[config.mk]
export PLATFORM = sky130hd
export DESIGN_NAME = lcdgeo_core
export DESIGN_NICKNAME = d
export VERILOG_FILES = /design/src/verilog/lcdgeo_pkg.sv /design/src/verilog/lcdgeo_core.sv
export SDC_FILE = /design/constraint.sdc
export NUM_CORES = 1
export LEC_CHECK = 0
export BUFFER_PORTS_ARGS = -buffer_cell sky130_fd_sc_hd__buf_2
export CAP_MARGIN = 25
export CORE_ASPECT_RATIO = 1.1
export CORE_MARGIN = 2
export CORE_UTILIZATION = 58
export CTS_CLUSTER_SIZE = 16
export DETAILED_ROUTE_END_ITERATION = 7
export MAX_ROUTING_LAYER = met4
export PLACE_DENSITY = 0.87
export SETUP_SLACK_MARGIN = 0.15
export SKIP_LAST_GASP = 1
export SLEW_MARGIN = 20
export SYNTH_ARGS = -nofsm -noshare
export SYNTH_HDL_FRONTEND = slang
export SYNTH_SLANG_ARGS = --single-unit
[constraint.sdc]
create_clock -name clk_i -period 9.5 [get_ports clk_i]
set_clock_uncertainty 0.2 [all_clocks]
set_input_delay 0.475 -clock clk_i [delete_from_list [all_inputs] [get_ports clk_i]]
set_output_delay 0.475 -clock clk_i [all_outputs]
set_load 0.02 [all_outputs]
[src/verilog/lcdgeo_pkg.sv]
// lcdgeo_pkg: register map, field positions, reset values and counts of the panel geometry block.
// assumes a 32-bit classic wishbone bus with one register per aligned word (byte address = index * 4).
package lcdgeo_pkg;

  // register indices, byte address is four times the index
  localparam logic [15:0] IDX_CHAR_WIDTH_AND_AC_MODE = 16'h8001;
  localparam logic [15:0] IDX_CHAR_HEIGHT = 16'h8002;
  localparam logic [15:0] IDX_VISIBLE_BYTES_PER_LINE = 16'h8003;
  localparam logic [15:0] IDX_TOTAL_BYTES_PER_LINE = 16'h8004;
  localparam logic [15:0] IDX_FRAME_LINE_COUNT = 16'h8005;
  localparam logic [15:0] IDX_VIRTUAL_PITCH_LOW = 16'h8006;
  localparam logic [15:0] IDX_VIRTUAL_PITCH_HIGH = 16'h8007;
  localparam logic [15:0] IDX_LOW_POWER_CONTROL = 16'h8008;

  // field positions
  localparam int AC_WAVEFORM_SELECT_BIT = 7;
  localparam int POWER_SAVE_BIT = 0;

  // reset values
  localparam logic [7:0] RST_GEOMETRY = 8'h00;
  localparam logic [7:0] RST_LOW_POWER_CONTROL = 8'h01;

  // writable bits, the rest read as zero
  localparam logic [7:0] MASK_CHAR_WIDTH_AND_AC_MODE = 8'h8f;
  localparam logic [7:0] MASK_CHAR_HEIGHT = 8'h0f;
  localparam logic [7:0] MASK_VIRTUAL_PITCH_HIGH = 8'h7f;
  localparam logic [7:0] MASK_LOW_POWER_CONTROL = 8'h01;

  // lines per half period of line-based ac drive, minus one
  localparam logic [3:0] AC_LINE_GROUP_LAST = 4'hf;
  // pixels per display byte
  localparam logic [4:0] BYTE_PIXELS = 5'h08;

endpackage

[src/verilog/lcdgeo_core.sv]
// lcdgeo_core: geometry and power-save registers plus line, frame, cell and ac drive timing.
// assumes a classic wishbone master and neighbouring logic on the same clock that owns
// the memory configuration and display enable registers and the command decoder.
`timescale 1ns/1ns

module lcdgeo_core (
  input wire logic clk_i,
  input wire logic rst_i,
  input wire logic cyc_i,
  input wire logic stb_i,
  input wire logic we_i,
  input wire logic [31:0] adr_i,
  input wire logic [3:0] sel_i,
  input wire logic [31:0] dat_i,
  output logic [31:0] dat_o,
  output logic ack_o,
  input wire logic indirect_mode_i,
  input wire logic mem_cfg_write_i,
  input wire logic power_save_cmd_i,
  input wire logic user_glyph_ram_i,
  input wire logic [1:0] bpp_request_i,
  output logic [1:0] bpp_effective_o,
  output logic osc_run_o,
  output logic power_save_o,
  output logic display_off_o,
  output logic line_pulse_o,
  output logic frame_pulse_o,
  output logic visible_o,
  output logic [7:0] byte_column_o,
  output logic [7:0] line_number_o,
  output logic [3:0] cell_row_o,
  output logic segment_o,
  output logic [7:0] pixel_mask_o,
  output logic ac_waveform_o,
  output logic [15:0] line_address_o,
  output logic [15:0] virtual_line_pitch_o
);

  typedef struct packed {
    logic ack;
    logic [7:0] rdat;
    logic [7:0] width_ac;
    logic [7:0] height;
    logic [7:0] visible;
    logic [7:0] total;
    logic [7:0] frame;
    logic [7:0] pitch_lo;
    logic [7:0] pitch_hi;
    logic ps_bit;
    logic ps_active;
    logic exit_pend;
    logic disp_off;
    logic line_p;
    logic frame_p;
    logic vis;
    logic [7:0] byte_cnt;
    logic [7:0] line_cnt;
    logic [3:0] row_cnt;
    logic [3:0] ac_cnt;
    logic ac;
    logic seg;
    logic [7:0] pix_mask;
    logic [15:0] line_addr;
  } lcdgeo_state_t;

  lcdgeo_state_t st_r;
  lcdgeo_state_t st_nxt;

  logic req;
  logic hit_word;
  logic [15:0] idx;
  logic wr_now;
  logic wr_lane;
  logic [7:0] wbyte;
  logic [4:0] cell_pixels;
  logic [4:0] seg_pixels;
  logic [15:0] pitch;
  logic line_end;
  logic frame_end;
  logic next_seg;

  // msb-first mask of n pixels, n from 0 to 8
  function automatic logic [7:0] lcdgeo_mask(input logic [4:0] n);
    logic [7:0] m;
    m = 8'h00;
    for (int i = 0; i < 8; i++) begin
      if (5'(i) < n) begin
        m[7 - i] = 1'b1;
      end
    end
    return m;
  endfunction

  assign req = cyc_i & stb_i;
  assign idx = adr_i[17:2];
  assign hit_word = (adr_i[31:18] == 14'h0000) & (adr_i[1:0] == 2'h0);
  // write takes effect on the edge where the master samples ack high
  assign wr_now = req & we_i & st_r.ack;
  assign wr_lane = wr_now & hit_word & sel_i[0];
  assign wbyte = dat_i[7:0];
  assign pitch = {st_r.pitch_hi, st_r.pitch_lo};
  assign line_end = st_r.byte_cnt == st_r.total;
  assign frame_end = line_end & (st_r.line_cnt == st_r.frame);
  assign cell_pixels = {1'b0, st_r.width_ac[3:0]} + 5'h01;

  always_comb begin
    st_nxt = st_r;
    st_nxt.disp_off = 1'b0;
    st_nxt.line_p = 1'b0;
    st_nxt.frame_p = 1'b0;

    // bus slave: one-cycle ack, then dropped; unmapped reads give zero
    st_nxt.ack = req & ~st_r.ack;
    st_nxt.rdat = 8'h00;
    if (req & ~st_r.ack & ~we_i & hit_word) begin
      case (idx)
        lcdgeo_pkg::IDX_CHAR_WIDTH_AND_AC_MODE: st_nxt.rdat = st_r.width_ac;
        lcdgeo_pkg::IDX_CHAR_HEIGHT: st_nxt.rdat = st_r.height;
        lcdgeo_pkg::IDX_VISIBLE_BYTES_PER_LINE: st_nxt.rdat = st_r.visible;
        lcdgeo_pkg::IDX_TOTAL_BYTES_PER_LINE: st_nxt.rdat = st_r.total;
        lcdgeo_pkg::IDX_FRAME_LINE_COUNT: st_nxt.rdat = st_r.frame;
        lcdgeo_pkg::IDX_VIRTUAL_PITCH_LOW: st_nxt.rdat = st_r.pitch_lo;
        lcdgeo_pkg::IDX_VIRTUAL_PITCH_HIGH: st_nxt.rdat = st_r.pitch_hi;
        lcdgeo_pkg::IDX_LOW_POWER_CONTROL: st_nxt.rdat = {7'h00, st_r.ps_bit};
        default: st_nxt.rdat = 8'h00;
      endcase
    end

    // direct mode: any write after the clearing write, except one to the low power control register, finishes the exit
    if (wr_now & st_r.exit_pend & ~indirect_mode_i) begin
      st_nxt.ps_active = 1'b0;
      st_nxt.exit_pend = 1'b0;
    end

    if (wr_lane) begin
      case (idx)
        lcdgeo_pkg::IDX_CHAR_WIDTH_AND_AC_MODE: st_nxt.width_ac = wbyte & lcdgeo_pkg::MASK_CHAR_WIDTH_AND_AC_MODE;
        lcdgeo_pkg::IDX_CHAR_HEIGHT: st_nxt.height = wbyte & lcdgeo_pkg::MASK_CHAR_HEIGHT;
        lcdgeo_pkg::IDX_VISIBLE_BYTES_PER_LINE: st_nxt.visible = wbyte;
        lcdgeo_pkg::IDX_TOTAL_BYTES_PER_LINE: st_nxt.total = wbyte;
        lcdgeo_pkg::IDX_FRAME_LINE_COUNT: st_nxt.frame = wbyte;
        lcdgeo_pkg::IDX_VIRTUAL_PITCH_LOW: st_nxt.pitch_lo = wbyte;
        lcdgeo_pkg::IDX_VIRTUAL_PITCH_HIGH: st_nxt.pitch_hi = wbyte & lcdgeo_pkg::MASK_VIRTUAL_PITCH_HIGH;
        lcdgeo_pkg::IDX_LOW_POWER_CONTROL: begin
          st_nxt.ps_bit = wbyte[lcdgeo_pkg::POWER_SAVE_BIT];
          if (wbyte[lcdgeo_pkg::POWER_SAVE_BIT]) begin
            st_nxt.ps_active = 1'b1;
            st_nxt.exit_pend = 1'b0;
            st_nxt.disp_off = ~st_r.ps_active;
          end else if (st_r.ps_active & ~indirect_mode_i) begin
            st_nxt.ps_active = 1'b1;
            st_nxt.exit_pend = 1'b1;
          end
        end
        default: begin
        end
      endcase
    end

    // indirect command entry
    if (power_save_cmd_i & indirect_mode_i) begin
      st_nxt.ps_bit = 1'b1;
      st_nxt.ps_active = 1'b1;
      st_nxt.exit_pend = 1'b0;
      st_nxt.disp_off = ~st_r.ps_active;
    end

    // free-running scan, halted in power save
    if (~st_r.ps_active) begin
      st_nxt.byte_cnt = st_r.byte_cnt + 8'h01;
      next_seg = st_r.width_ac[3] & ~st_r.seg;
      if (line_end) begin
        st_nxt.byte_cnt = 8'h00;
        next_seg = 1'b0;
        st_nxt.line_p = 1'b1;
        st_nxt.line_cnt = st_r.line_cnt + 8'h01;
        st_nxt.line_addr = st_r.line_addr + pitch;
        st_nxt.row_cnt = (st_r.row_cnt == st_r.height[3:0]) ? 4'h0 : st_r.row_cnt + 4'h1;
        st_nxt.ac_cnt = st_r.ac_cnt + 4'h1;
        if (~st_r.width_ac[lcdgeo_pkg::AC_WAVEFORM_SELECT_BIT]
            & (st_r.ac_cnt == lcdgeo_pkg::AC_LINE_GROUP_LAST)) begin
          st_nxt.ac = ~st_r.ac;
        end
        if (frame_end) begin
          st_nxt.line_cnt = 8'h00;
          st_nxt.line_addr = 16'h0000;
          st_nxt.row_cnt = 4'h0;
          st_nxt.frame_p = 1'b1;
          if (st_r.width_ac[lcdgeo_pkg::AC_WAVEFORM_SELECT_BIT]) begin
            st_nxt.ac = ~st_r.ac;
          end
        end
      end
      st_nxt.seg = next_seg;
      st_nxt.vis = st_nxt.byte_cnt <= st_r.visible;
      // pixels shown in the coming byte: width minus one plus one, split in 8-pixel parts
      seg_pixels = next_seg ? cell_pixels - lcdgeo_pkg::BYTE_PIXELS
                 : ((cell_pixels > lcdgeo_pkg::BYTE_PIXELS) ? lcdgeo_pkg::BYTE_PIXELS : cell_pixels);
      st_nxt.pix_mask = st_nxt.vis ? lcdgeo_mask(seg_pixels) : 8'h00;
    end else begin
      next_seg = st_r.seg;
      seg_pixels = 5'h00;
    end

    // memory configuration write or system configuration command
    if (mem_cfg_write_i) begin
      st_nxt.byte_cnt = 8'h00;
      st_nxt.line_cnt = 8'h00;
      st_nxt.row_cnt = 4'h0;
      st_nxt.ac_cnt = 4'h0;
      st_nxt.seg = 1'b0;
      st_nxt.vis = 1'b0;
      st_nxt.pix_mask = 8'h00;
      st_nxt.line_addr = 16'h0000;
      st_nxt.line_p = 1'b0;
      st_nxt.frame_p = 1'b0;
      st_nxt.disp_off = 1'b1;
      if (indirect_mode_i) begin
        st_nxt.ps_bit = 1'b0;
        st_nxt.ps_active = 1'b0;
        st_nxt.exit_pend = 1'b0;
      end
    end
  end

  always_ff @(posedge clk_i) begin
    if (rst_i) begin
      st_r <= '0;
      st_r.width_ac <= lcdgeo_pkg::RST_GEOMETRY;
      st_r.height <= lcdgeo_pkg::RST_GEOMETRY;
      st_r.visible <= lcdgeo_pkg::RST_GEOMETRY;
      st_r.total <= lcdgeo_pkg::RST_GEOMETRY;
      st_r.frame <= lcdgeo_pkg::RST_GEOMETRY;
      st_r.pitch_lo <= lcdgeo_pkg::RST_GEOMETRY;
      st_r.pitch_hi <= lcdgeo_pkg::RST_GEOMETRY;
      st_r.ps_bit <= lcdgeo_pkg::RST_LOW_POWER_CONTROL[lcdgeo_pkg::POWER_SAVE_BIT];
      st_r.ps_active <= 1'b1;
    end else begin
      st_r <= st_nxt;
    end
  end

  assign ack_o = st_r.ack;
  assign dat_o = {24'h000000, st_r.rdat};
  assign osc_run_o = ~st_r.ps_active;
  assign power_save_o = st_r.ps_active;
  assign display_off_o = st_r.disp_off;
  assign line_pulse_o = st_r.line_p;
  assign frame_pulse_o = st_r.frame_p;
  assign visible_o = st_r.vis;
  assign byte_column_o = st_r.byte_cnt;
  assign line_number_o = st_r.line_cnt;
  assign cell_row_o = st_r.row_cnt;
  assign segment_o = st_r.seg;
  assign pixel_mask_o = st_r.pix_mask;
  assign ac_waveform_o = st_r.ac;
  assign line_address_o = st_r.line_addr;
  assign virtual_line_pitch_o = pitch;
  assign bpp_effective_o = user_glyph_ram_i ? 2'h0 : bpp_request_i;

endmodule // lcdgeo_core

==> results.py <==
metrics = {
    "power": {
        "p_per_area_mw_per_mm2": 153,
        "p_sw_mw": 0.262,
        "leakage_nw": 3.48,
        "combPwrFrac_pct": 4.9,
        "p_int_mw": 0.900,
        "switching_share_pct": 22.5,
        "power.total_mw": 1.16,
        "p_clk_share_pct": 53.5,
        "ir_drop_uv": 118,
        "p_seq_share_pct": 41.6,
    },
    "clock_tree": {
        "cts_tree": "built",
        "path_clk_slew_ns": 0.05,
        "clk_root_buffer_cell": "clkbuf_16",
        "clk_path_buf_depth": 2,
        "ctsResizeCount": 0,
        "cts.htree.levels": 4,
        "cts_made_buffers": 17,
        "cts.sinks": 114,
        "insertion_delay_ns": 0.41,
        "hold_buffers": 0,
        "cts_setup_buffers": 0,
    },
    "grt": {
        "grt_pass1_vias": 5745,
        "track_usage_pct": 28.4,
        "grt_overflow": 0,
        "grt_max_degree": 57,
        "grt_pass1_wl_um": 28400,
        "antenna_found_initial": 0,
    },
    "logic_synthesis": {
        "synth_compound_area_share_pct": 13.8,
        "synth.distinct_cells": 75,
        "synthCells": 824,
        "synth_xor_area_share_pct": 5.29,
        "synth_area_mm2": 0.00696,
        "synth.avg_cell_area_um2": 8.44,
        "synth_adder_area_share_pct": 5.50,
        "yosys.area_share.simple_pct": 21.7,
        "synth_top_family_by_area": "simple AND/OR/NAND/NOR gates",
        "synth-seq-cells": 114,
        "yosys_warnings": 0,
        "yosys-mux-area-fraction_pct": 7.18,
        "async_flop_share_pct": 0,
        "synth_edf_count": 0,
        "ys.flop_type": "dfxtp_1",
        "seq_area_frac_synth_pct": 32.8,
    },
    "drt": {
        "routedWlPerCell_um": 16.9,
        "dr_total_vias": 5993,
        "avgViaCountPerCell": 5.82,
        "routed_wl_um": 17400,
        "antenna_left": 0,
        "drc_errors": 0,
        "first_iter_violations": 505,
        "dr.pass1.iters": 4,
    },
    "critical_path": {
        "critPathRequiredTime_ns": 9.62,
        "worstSetupPathType": "reg -> reg",
        "rrSetupSlack_ns": 5.67,
        "worstPathArrival_ns": 3.95,
        "cp_max_fo": 18,
        "cp-end-kind": "flip-flop",
        "critPathLaunchType": "flip-flop",
    },
    "sta": {
        "fin_hold_ws_ns": 0.180,
        "period_needed_ns": 3.83,
        "setup_ws_ns": 5.67,
        "slew_headroom_pct": 36.2,
        "setup_tns_ns": 0,
        "finalSetupViolCount": 0,
        "max_freq_mhz": 261,
        "maxSlewViolCount": 0,
        "rsz0062_at_grt": "false",
        "hold_violations": 0,
        "post-route-period-util_pct": 40.3,
        "worstMarginPinSlew_ns": 0.956,
    },
    "die": {
        "num_rows": 41,
        "start_util_pct": 60.0,
        "ios": 182,
        "dieWidth_um": 108,
        "die_h_um": 119,
        "design.core.area_mm2": 0.0116,
        "dieArea_mm2": 0.0129,
    },
    "layout": {
        "multiInputGateArea_mm2": 0.00381,
        "regArea_mm2": 0.00228,
        "nFillCells": 959,
        "final_common_cell": "buf_2",
        "layout-drive-gt1-share_pct": 21.3,
        "num-nets-final": 975,
        "final_cell_mix": "buf_2, dfxtp_1, nand2_1",
        "antenna_cells": 0,
        "syn2layout_area_growth_pct": 9.30,
    },
    "job": {
        "max_cap_viol_count": 0,
    },
    "hold_path": {
        "hold_path_class": "in -> reg",
    },
    "placement": {
        "dp_worst_setup_slack_ns": 5.74,
        "dp_hpwl_um": 12300,
        "portBuffers": 129,
        "gp_congestion": 0.948,
    },
    "outcome": {
        "status": "complete, no violations",
    },
}
-- routing by layer --
layer | part of all wire (%) | global-route usage, % | vias up
li1 | - | - | 2879
met1 | 41 | 34.0 | 2781
met2 | 48 | 44.8 | 275
met3 | 6.7 | 6.02 | 58
met4 | 4.3 | 14.4 | 0
met5 | 0 | - | -
-- power by group through the flow --
| stage | combinational [mW] | sequential [mW] | clock, mW |
|---|---|---|---|
| 6_report | 0.0572 | 0.483 | 0.622 |
| 2_1_floorplan | 0.0421 | 0.492 | 0 |
| 3_5_place_dp | 0.0560 | 0.493 | 0 |
| 4_1_cts | 0.0564 | 0.483 | 0.627 |
| 3_3_place_gp | 0.0555 | 0.493 | 0 |
| 5_1_grt | 0.0616 | 0.483 | 0.651 |
-- layout make-up --
type,count,share of cell area (%)
inverters,17,0.839
well taps,150,2.47
repair buffers,133,8.89
multi-input cells,583,50.1
flip-flops and latches,114,30.0
clock buffers,22,6.24
clock inverters,10,1.42
-- metrics by stage --
stage,area [um^2],util [%],instances
6_report,7600,65.6,1029
5_1_grt,7600,65.6,1029
4_1_cts,7600,65.6,1029
3_5_place_dp,7020,60.6,997
3_3_place_gp,7020,60.6,997
2_1_floorplan,7050,-,848
-- worst max-delay path, stage by stage, from the launching register on --
cell     delay [ns]
dfxtp_1        0.48
xor2_1         0.13
nor4_2         0.40
and2_1         0.53
nor2_1         0.11
ha_1           0.32
a211o_1        0.30
a21oi_1        0.20
and4_1         0.23
nor2_1         0.10
or4b_1         0.55
a31oi_1        0.19
-- path summary, 6_finish.rpt --
path / start / to / depth (start not counted)
worst min register to register: pixel_mask_o[4]$_SDFFE_PP0N_ / pixel_mask_o[4]$_SDFFE_PP0N_ / 2
worst min-delay path: stb_i / ack_o$_SDFF_PP0_ / 3
worst max-delay path: byte_column_o[4]$_SDFFE_PP0N_ / pixel_mask_o[5]$_SDFFE_PP0N_ / 11
worst max register to register: byte_column_o[4]$_SDFFE_PP0N_ / pixel_mask_o[5]$_SDFFE_PP0N_ / 11
-- flip-flops by register name, indices dropped and copies added, names as in the netlist, 4 cells and up --
name	flops
virtual_line_pitch_o	15
byte_column_o	8
line_number_o	8
dat_o	8
line_address_o	16
pixel_mask_o	8
st_r	39
cell_row_o	4
-- cells in the mapped netlist (5+ instances only) --
library cell | instances | area (um^2)
a21o_1 | 10 | 75.1
a21oi_1 | 63 | 315
a22oi_1 | 6 | 45.0
a31oi_1 | 6 | 37.5
and2_1 | 6 | 37.5
and3_1 | 11 | 68.8
buf_2 | 10 | 50.1
buf_4 | 95 | 713
clkbuf_1 | 27 | 101
dfxtp_1 | 114 | 2280
ha_1 | 29 | 363
inv_1 | 16 | 60.1
mux2_2 | 5 | 56.3
mux2i_1 | 33 | 330
mux4_2 | 5 | 113
nand2_1 | 83 | 312
nand3_1 | 26 | 130
nand4_1 | 14 | 87.6
nor2_1 | 80 | 300
nor2b_1 | 10 | 62.6
nor3_1 | 11 | 55.1
nor4_1 | 11 | 68.8
o21a_1 | 5 | 37.5
o21ai_0 | 11 | 55.1
or3_1 | 6 | 37.5
or4_1 | 5 | 37.5
xnor2_1 | 15 | 131
xor2_1 | 27 | 236
-- cell families (layout without fill, tap and decap cells) --
kind of cell | after synthesis | after routing
adders and majority gates | 30 | 30
AOI/OAI and AO/OA | 148 | 148
other | 1 | 25
DFF | 114 | 114
xor gates and xnor gates | 42 | 42
buffers and inverters | 151 | 182
and+or+nand+nor | 295 | 295
muxes | 43 | 43
Note: power is estimated with default switching activity, not from simulation.
